===== src/hdl/iep_consts.vh =====
`ifndef IEP_CONSTS_VH
`define IEP_CONSTS_VH

// register byte offsets on the bus
`define IEP_OFF_EN0 8'h00
`define IEP_OFF_EN1 8'h04
`define IEP_OFF_EN2 8'h08
`define IEP_OFF_EN3 8'h0C
`define IEP_OFF_EN4 8'h10
`define IEP_OFF_PRIO0 8'h14
`define IEP_OFF_PRIO1 8'h18
`define IEP_OFF_FLAG0 8'h20
`define IEP_OFF_FLAG1 8'h24
`define IEP_OFF_FLAG2 8'h28
`define IEP_OFF_FLAG3 8'h2C
`define IEP_OFF_FLAG4 8'h30

// implemented bits of each enable and flag register
`define IEP_EN0_MASK 16'h7FFF
`define IEP_EN1_MASK 16'hFFFB
`define IEP_EN2_MASK 16'hDFFF
`define IEP_EN3_MASK 16'h21FF
`define IEP_EN4_MASK 16'h00F6

// reset values
`define IEP_EN_RESET 16'h0000
`define IEP_FLAG_RESET 16'h0000
`define IEP_PRIO_RESET 16'h4444

// priority register layout: four 3-bit fields, 4 bits apart
`define IEP_PRIO_MASK 16'h7777
`define IEP_FIELD_W 3
`define IEP_FIELD_STRIDE 4
`define IEP_PRIO_OFF 3'h0
`define IEP_PRIO_OTHER 3'h4

// source slots: five registers of sixteen bits
`define IEP_NUM_SRC 80
`define IEP_REG_W 16
`define IEP_NUM_EN 5

// bus answers
`define IEP_RESP_OKAY 2'h0
`define IEP_RESP_SLVERR 2'h2

`endif


===== src/hdl/iep_regs.v =====
// How it works
// enable bit one passes request, zero blocks
// unimplemented bits read zero, ignore writes
// enable bits read/write, reset to zero
// priority fields read/write, reset to 100
// field 001..111 means level 1..7
// field 000 disables source despite enable
// first priority register: timer1, compare1, capture1, ext0
// second priority register: timer2, compare2, capture2, dma0
// enable0 bits 2..0: compare1, capture1, ext0
// enable1 bits 15..8 per listed sources
// enable1 bits 7..0, bit 2 unimplemented
// enable2 bits 15..8, bit 13 unimplemented
// enable2 bits 7..0 per listed sources
// enable3 bit 13, bits 8..0 implemented
// enable4 bits 7..4, 2, 1 implemented
// flag reads one after request occurred
// pending needs flag, enable, nonzero level
// writes act next cycle, flags untouched
`timescale 1ns/1ps
`default_nettype none
`include "iep_consts.vh"

module iep_regs #(
    parameter AW = 8
) (
    input wire mclk, // system clock, 100 MHz
    input wire reset, // synchronous, active high
    input wire [AW-1:0] s_axi_awaddr, // write address
    input wire s_axi_awvalid, // write address valid
    output wire s_axi_awready, // write address ready
    input wire [31:0] s_axi_wdata, // write data
    input wire [3:0] s_axi_wstrb, // byte strobes
    input wire s_axi_wvalid, // write data valid
    output wire s_axi_wready, // write data ready
    output wire [1:0] s_axi_bresp, // write response
    output wire s_axi_bvalid, // write response valid
    input wire s_axi_bready, // write response ready
    input wire [AW-1:0] s_axi_araddr, // read address
    input wire s_axi_arvalid, // read address valid
    output wire s_axi_arready, // read address ready
    output wire [31:0] s_axi_rdata, // read data
    output wire [1:0] s_axi_rresp, // read response
    output wire s_axi_rvalid, // read data valid
    input wire s_axi_rready, // read data ready
    input wire [`IEP_NUM_SRC-1:0] srcReq, // peripheral request pulses
    output reg irq, // a request is pending
    output reg [2:0] irqLevel, // level of the winning source
    output reg [6:0] irqSource // slot of the winning source
);

    // bus side wires
    wire wrEn; // one-cycle write strobe
    wire [AW-1:0] wrAddr; // write address
    wire [31:0] wrData; // write data
    wire [3:0] wrStrb; // write byte strobes
    wire [AW-1:0] rdAddr; // read address
    reg wrHit; // write address mapped
    reg rdHit; // read address mapped
    reg [31:0] rdData; // readback value

    // register state
    wire [`IEP_NUM_SRC-1:0] enBits; // all enable registers, flattened
    wire [`IEP_NUM_SRC-1:0] flags; // all request flags, flattened
    reg [`IEP_REG_W-1:0] prio0; // first priority register
    reg [`IEP_REG_W-1:0] prio1; // second priority register

    // byte lanes of the low half word
    wire [`IEP_REG_W-1:0] laneMask = {{8{wrStrb[1]}}, {8{wrStrb[0]}}};
    wire [`IEP_REG_W-1:0] wrHalf = wrData[`IEP_REG_W-1:0];

    // implemented bits per enable/flag register
    function [`IEP_REG_W-1:0] implMask;
        input integer idx;
        begin
            case (idx)
                0: implMask = `IEP_EN0_MASK;
                1: implMask = `IEP_EN1_MASK;
                2: implMask = `IEP_EN2_MASK;
                3: implMask = `IEP_EN3_MASK;
                4: implMask = `IEP_EN4_MASK;
                default: implMask = 16'h0000;
            endcase
        end
    endfunction

    // bus slave: handshakes and answers
    iep_axil_slave #(
        .AW(AW)
    ) u_slave (
        .mclk(mclk),
        .reset(reset),
        .awaddr(s_axi_awaddr),
        .awvalid(s_axi_awvalid),
        .awready(s_axi_awready),
        .wdata(s_axi_wdata),
        .wstrb(s_axi_wstrb),
        .wvalid(s_axi_wvalid),
        .wready(s_axi_wready),
        .bresp(s_axi_bresp),
        .bvalid(s_axi_bvalid),
        .bready(s_axi_bready),
        .araddr(s_axi_araddr),
        .arvalid(s_axi_arvalid),
        .arready(s_axi_arready),
        .rdata(s_axi_rdata),
        .rresp(s_axi_rresp),
        .rvalid(s_axi_rvalid),
        .rready(s_axi_rready),
        .wrEn(wrEn),
        .wrAddr(wrAddr),
        .wrData(wrData),
        .wrStrb(wrStrb),
        .wrHit(wrHit),
        .rdAddr(rdAddr),
        .rdDataIn(rdData),
        .rdHit(rdHit)
    );

    // write address decode
    always @* begin
        if (wrAddr == `IEP_OFF_EN0) begin
            wrHit = 1'b1;
        end else if (wrAddr == `IEP_OFF_EN1) begin
            wrHit = 1'b1;
        end else if (wrAddr == `IEP_OFF_EN2) begin
            wrHit = 1'b1;
        end else if (wrAddr == `IEP_OFF_EN3) begin
            wrHit = 1'b1;
        end else if (wrAddr == `IEP_OFF_EN4) begin
            wrHit = 1'b1;
        end else if (wrAddr == `IEP_OFF_PRIO0) begin
            wrHit = 1'b1;
        end else if (wrAddr == `IEP_OFF_PRIO1) begin
            wrHit = 1'b1;
        end else if (wrAddr == `IEP_OFF_FLAG0) begin
            wrHit = 1'b1;
        end else if (wrAddr == `IEP_OFF_FLAG1) begin
            wrHit = 1'b1;
        end else if (wrAddr == `IEP_OFF_FLAG2) begin
            wrHit = 1'b1;
        end else if (wrAddr == `IEP_OFF_FLAG3) begin
            wrHit = 1'b1;
        end else if (wrAddr == `IEP_OFF_FLAG4) begin
            wrHit = 1'b1;
        end else begin // unmapped: error answer, nothing stored
            wrHit = 1'b0;
        end
    end

    // per-register enable and flag logic
    genvar r;
    generate
        for (r = 0; r < `IEP_NUM_EN; r = r + 1) begin : g_reg
            localparam integer EN_SUM = `IEP_OFF_EN0 + 4 * r; // enable offset, full width
            localparam integer FL_SUM = `IEP_OFF_FLAG0 + 4 * r; // flag offset, full width
            localparam [AW-1:0] EN_OFF = EN_SUM[AW-1:0]; // enable offset
            localparam [AW-1:0] FL_OFF = FL_SUM[AW-1:0]; // flag offset
            reg [`IEP_REG_W-1:0] enReg; // this register's enable bits
            reg [`IEP_REG_W-1:0] flReg; // this register's request flags
            wire [`IEP_REG_W-1:0] impl = implMask(r); // implemented bits
            wire enWr = wrEn && (wrAddr == EN_OFF); // enable write strobe
            wire flWr = wrEn && (wrAddr == FL_OFF); // flag clear strobe
            wire [`IEP_REG_W-1:0] clrBits = flWr ? (wrHalf & laneMask) : 16'h0000;
            wire [`IEP_REG_W-1:0] setBits = srcReq[16*r +: 16];

            // one driver per slice of the flattened vectors
            assign enBits[16*r +: 16] = enReg;
            assign flags[16*r +: 16] = flReg;

            // enable register: byte-lane write, unimplemented bits held zero
            always @(posedge mclk) begin
                if (reset) begin
                    enReg <= `IEP_EN_RESET;
                end else if (enWr) begin // takes effect next cycle
                    enReg <= ((enReg & ~laneMask)
                        | (wrHalf & laneMask)) & impl;
                end
            end

            // flags: sticky, write one to clear, new request wins
            always @(posedge mclk) begin
                if (reset) begin
                    flReg <= `IEP_FLAG_RESET;
                end else begin
                    flReg <= ((flReg & ~clrBits)
                        | setBits) & impl;
                end
            end
        end
    endgenerate

    // priority registers: fields only, gaps held zero
    always @(posedge mclk) begin
        if (reset) begin
            prio0 <= `IEP_PRIO_RESET;
            prio1 <= `IEP_PRIO_RESET;
        end else if (wrEn) begin
            if (wrAddr == `IEP_OFF_PRIO0) begin // timer1..ext0 fields
                prio0 <= ((prio0 & ~laneMask) | (wrHalf & laneMask))
                    & `IEP_PRIO_MASK;
            end
            if (wrAddr == `IEP_OFF_PRIO1) begin // timer2..dma0 fields
                prio1 <= ((prio1 & ~laneMask) | (wrHalf & laneMask))
                    & `IEP_PRIO_MASK;
            end
        end
    end

    // readback mux, zero-extended to 32 bits
    always @* begin
        rdHit = 1'b1;
        if (rdAddr == `IEP_OFF_EN0) begin
            rdData = {16'h0000, enBits[15:0]};
        end else if (rdAddr == `IEP_OFF_EN1) begin
            rdData = {16'h0000, enBits[31:16]};
        end else if (rdAddr == `IEP_OFF_EN2) begin
            rdData = {16'h0000, enBits[47:32]};
        end else if (rdAddr == `IEP_OFF_EN3) begin
            rdData = {16'h0000, enBits[63:48]};
        end else if (rdAddr == `IEP_OFF_EN4) begin
            rdData = {16'h0000, enBits[79:64]};
        end else if (rdAddr == `IEP_OFF_PRIO0) begin
            rdData = {16'h0000, prio0};
        end else if (rdAddr == `IEP_OFF_PRIO1) begin
            rdData = {16'h0000, prio1};
        end else if (rdAddr == `IEP_OFF_FLAG0) begin
            rdData = {16'h0000, flags[15:0]};
        end else if (rdAddr == `IEP_OFF_FLAG1) begin
            rdData = {16'h0000, flags[31:16]};
        end else if (rdAddr == `IEP_OFF_FLAG2) begin
            rdData = {16'h0000, flags[47:32]};
        end else if (rdAddr == `IEP_OFF_FLAG3) begin
            rdData = {16'h0000, flags[63:48]};
        end else if (rdAddr == `IEP_OFF_FLAG4) begin
            rdData = {16'h0000, flags[79:64]};
        end else begin // unmapped: zero data, error answer
            rdData = 32'h00000000;
            rdHit = 1'b0;
        end
    end

    // level of one slot: first eight slots from the fields
    function [2:0] slotLevel;
        input integer idx;
        input [`IEP_REG_W-1:0] p0;
        input [`IEP_REG_W-1:0] p1;
        begin
            if (idx < 4) begin
                slotLevel = p0[`IEP_FIELD_STRIDE*idx +: `IEP_FIELD_W];
            end else if (idx < 8) begin
                slotLevel = p1[`IEP_FIELD_STRIDE*(idx-4) +: `IEP_FIELD_W];
            end else begin // fields outside this block: fixed level
                slotLevel = `IEP_PRIO_OTHER;
            end
        end
    endfunction

    // arbitration: highest level wins, lowest slot breaks ties
    reg [2:0] bestLvl; // winning level so far
    reg [6:0] bestId; // winning slot so far
    reg [2:0] lvl; // level of slot under test
    integer i;
    always @* begin
        bestLvl = `IEP_PRIO_OFF;
        bestId = 7'h00;
        lvl = `IEP_PRIO_OFF;
        for (i = 0; i < `IEP_NUM_SRC; i = i + 1) begin
            lvl = slotLevel(i, prio0, prio1);
            // zero level never beats the zero start value
            if (flags[i] && enBits[i] && (lvl > bestLvl)) begin
                bestLvl = lvl;
                bestId = i[6:0];
            end
        end
    end

    // registered request to the core
    always @(posedge mclk) begin
        if (reset) begin
            irq <= 1'b0;
            irqLevel <= `IEP_PRIO_OFF;
            irqSource <= 7'h00;
        end else begin
            irq <= (bestLvl != `IEP_PRIO_OFF);
            irqLevel <= bestLvl;
            irqSource <= bestId;
        end
    end

endmodule // iep_regs

`default_nettype wire


===== src/hdl/iep_axil_slave.v =====
`timescale 1ns/1ps
`default_nettype none
`include "iep_consts.vh"

module iep_axil_slave #(
    parameter AW = 8
) (
    input wire mclk, // system clock
    input wire reset, // synchronous, active high
    input wire [AW-1:0] awaddr, // write address
    input wire awvalid, // write address valid
    output reg awready, // write address ready
    input wire [31:0] wdata, // write data
    input wire [3:0] wstrb, // byte strobes
    input wire wvalid, // write data valid
    output reg wready, // write data ready
    output reg [1:0] bresp, // write response
    output reg bvalid, // write response valid
    input wire bready, // write response ready
    input wire [AW-1:0] araddr, // read address
    input wire arvalid, // read address valid
    output reg arready, // read address ready
    output reg [31:0] rdata, // read data
    output reg [1:0] rresp, // read response
    output reg rvalid, // read data valid
    input wire rready, // read data ready
    output wire wrEn, // one-cycle register write strobe
    output reg [AW-1:0] wrAddr, // held write address
    output reg [31:0] wrData, // held write data
    output reg [3:0] wrStrb, // held byte strobes
    input wire wrHit, // write address is mapped
    output reg [AW-1:0] rdAddr, // held read address
    input wire [31:0] rdDataIn, // readback for rdAddr
    input wire rdHit // read address is mapped
);

    reg awHeld; // address captured, waiting
    reg wHeld; // data captured, waiting
    reg rdPend; // read address captured, data next

    // write fires once both halves are in and no answer is pending
    assign wrEn = awHeld & wHeld & ~bvalid;

    // write channels: address and data accepted in either order
    always @(posedge mclk) begin
        if (reset) begin
            awready <= 1'b1;
            wready <= 1'b1;
            awHeld <= 1'b0;
            wHeld <= 1'b0;
            bvalid <= 1'b0;
            bresp <= `IEP_RESP_OKAY;
            wrAddr <= {AW{1'b0}};
            wrData <= 32'h00000000;
            wrStrb <= 4'h0;
        end else begin
            if (awvalid && awready) begin // capture address
                awready <= 1'b0;
                awHeld <= 1'b1;
                wrAddr <= awaddr;
            end
            if (wvalid && wready) begin // capture data
                wready <= 1'b0;
                wHeld <= 1'b1;
                wrData <= wdata;
                wrStrb <= wstrb;
            end
            if (wrEn) begin // answer the write
                awHeld <= 1'b0;
                wHeld <= 1'b0;
                bvalid <= 1'b1;
                bresp <= wrHit ? `IEP_RESP_OKAY : `IEP_RESP_SLVERR;
            end
            if (bvalid && bready) begin // answer taken, reopen
                bvalid <= 1'b0;
                awready <= 1'b1;
                wready <= 1'b1;
            end
        end
    end

    // read channel: address, then data one cycle later
    always @(posedge mclk) begin
        if (reset) begin
            arready <= 1'b1;
            rdPend <= 1'b0;
            rvalid <= 1'b0;
            rresp <= `IEP_RESP_OKAY;
            rdata <= 32'h00000000;
            rdAddr <= {AW{1'b0}};
        end else begin
            if (arvalid && arready) begin // capture address
                arready <= 1'b0;
                rdPend <= 1'b1;
                rdAddr <= araddr;
            end
            if (rdPend) begin // present data
                rdPend <= 1'b0;
                rvalid <= 1'b1;
                rdata <= rdHit ? rdDataIn : 32'h00000000;
                rresp <= rdHit ? `IEP_RESP_OKAY : `IEP_RESP_SLVERR;
            end
            if (rvalid && rready) begin // data taken, reopen
                rvalid <= 1'b0;
                arready <= 1'b1;
            end
        end
    end

endmodule // iep_axil_slave

`default_nettype wire


===== config.mk =====
export PLATFORM = sky130hd
export DESIGN_NAME = iep_regs
export DESIGN_NICKNAME = d
export VERILOG_FILES = /design/src/hdl/iep_regs.v /design/src/hdl/iep_axil_slave.v
export VERILOG_INCLUDE_DIRS = /design/src /design/src/hdl
export SDC_FILE = /design/constraint.sdc
export NUM_CORES = 1
export LEC_CHECK = 0
export BUFFER_PORTS_ARGS = -buffer_cell sky130_fd_sc_hd__buf_4
export CELL_PAD_IN_SITES_DETAIL_PLACEMENT = 0
export CELL_PAD_IN_SITES_GLOBAL_PLACEMENT = 1
export CORE_ASPECT_RATIO = 1.25
export CORE_MARGIN = 8
export CORE_UTILIZATION = 39
export DETAILED_ROUTE_END_ITERATION = 10
export PLACE_DENSITY_LB_ADDON = 0.1
export REMOVE_ABC_BUFFERS = 1
export SLEW_MARGIN = 20
export SYNTH_ARGS = -nofsm -noshare
export SYNTH_HDL_FRONTEND = slang
export SYNTH_HIERARCHICAL = 1
export SYNTH_SLANG_ARGS = --single-unit
export TNS_END_PERCENT = 50

===== constraint.sdc =====
create_clock -name mclk -period 9.8 [get_ports mclk]
set_input_delay 0.98 -clock mclk [delete_from_list [all_inputs] [get_ports mclk]]
set_output_delay 0.98 -clock mclk [all_outputs]
set_load 0.05 [all_outputs]

==> results.toml <==
[clocking]
hold_buffers = 0
htreeDepth = 1
clk_pin_slew_ps = 60
clock_latency_ps = 540
clk_root_buffer_cell = "clkbuf_16"
cts_tree = "done"
cts.sink_count = 233
numCtsBuffers = 26
clock_path_buffers = 3

[hold_path]
worstHoldPathCells = 2
hp-class = "flop to flop"

[worst_setup_path]
required_ps = 10210
crit_fanout = 4
cpPeakStageDelay_ps = 540
end_kind = "flop"
slowest_stage = "or4_4"
critical_path_arrival_ps = 10280
startpoint_type = "flop"
rr_worst_depth = 49
critPathKind = "flop to flop"
cp_common_cell = "ha_4"

[power_and_ir_drop]
cellPowerDensity_nw_per_um2 = 141
vdd_ir_drop_max_uv = 101
p_leak_nw = 6.76
power.total_w = 0.00218

[floorplan]
coreArea_um2 = 30600
dieArea_um2 = 36700
initial_utilization_pct = 39.2
io_pins = 191
chipWidth_um = 173
die_height_um = 212
rows = 72

[placed_design]
place_inst = 2077
io_buffers = 151
gp_congestion = 0.948
dpl_cell_area_um2 = 13900
dp_hpwl_mm = 35.2

[cells_and_area]
drive_above_1_share_pct = 25.0
multiInputGateArea_um2 = 7350
area_growth_syn_to_layout_pct = 28.2
final_cell_mix = "buf_4 (251), dfxtp_1 (230), nand2_1 (209)"
fillers = 3051
fin_area_um2 = 15400
final_common_cell = "buf_4"
diodes = 0
num-nets-final = 1883
regArea_um2 = 4670
final_cells = 2156

[timing]
fin_skew_ps = 14.7
setup_ws_ps = -66.5
final_hold_viol_count = 0
rsz0062_at_grt = "yes"
period_share_pct = 101
relSlewSlack_pct = 27.7
finalSetupViolCount = 2
worst-slew-pin-transition_ps = 1080
fmaxAchievable_mhz = 101
period_needed_ps = 9870
slew_violations = 0

[grt]
antenna_found_initial = 0
grt_first_pass_wirelength_mm = 72.0
met2_usage_pct = 42.5
grt_usage_pct = 24.9
met3_usage_pct = 4.28
use_met1_pct = 30.9
grt_max_degree = 84
grt_overflow = 0
grt-busiest-layer = "met2"
first_global_vias = 12000

[logic_synthesis]
yosys_warnings = 6
syn_area_um2 = 12000
syn_inst = 1522
synth_area_per_cell_um2 = 7.89

[routing]
routed_wl_mm = 47.7
num_vias = 12100
wire_per_inst_um = 22.1
drc = 0
drt_iter0_markers = 1053
drtPass1Iterations = 5
via_per_inst = 5.63
drtAntennaViolNets = 0

[outcome]
violations = "negative setup slack"
outcome = "complete, but fails checks"

[flow_run]
cap_violations = 0
-- final cells by class --
class | instances | share of cell area [%]
Multi-Input combinational cell | 1183 | 47.7
Sequential cell | 233 | 30.3
Timing Repair Buffer | 258 | 12.7
Inverter | 30 | 0.731
Clock inverter | 7 | 0.284
Tap cell | 407 | 3.31
Clock buffer | 38 | 4.91
-- through the flow --
stage	setup WS (ps)	setup TNS [ps]	util, %	hold WS [ps]
global route	-371	-2940	50.3	491
floorplan	-189	-822	-	430
CTS	-18.5	-32.2	49.2	460
detailed placement	-468	-3820	45.2	452
global placement	-250	-1560	45.2	446
finish	-66.5	-126	50.3	456
-- metal layers --
metal | routed length [µm] | share of wire [%]
met2 | 22800 | 48
met3 | 2990 | 6.3
met1 | 20100 | 42
met4 | 1800 | 3.8
met5 | 0 | 0
-- worst max-delay path, delay by kind of cell, from the launching register on --
kind            cells  cell delay, ps
fa+ha+maj           8            2140
compound gates     20            3510
mux                 3             710
buf+inv             2             150
flops               1             380
simple gates       16            2860
-- what timing repair did --
item,CTS,global route
pin swaps,43,44
buffers inserted,28,8
setup endpoints to repair,11,11
endpoints found under the hold margin,0,0
resized for setup,44,46
-- power by group --
group / internal (W) / switching (W)
sequential: 0.000980 / 0.0000537
combinational: 0.0000768 / 0.000133
clock: 0.000532 / 0.000405
total: 0.00159 / 0.000591
-- final timing paths --
kind	slack, ps	to	from
setup / recovery	-70	irqLevel[0]	flop
setup reg to reg	-70	irqLevel[0]	flop
hold / removal	460	u_slave/wrAddr[6]	u_slave/wrAddr[6]
hold reg to reg	460	u_slave/wrAddr[6]	u_slave/wrAddr[6]
Power figures use the tool's default switching activity.
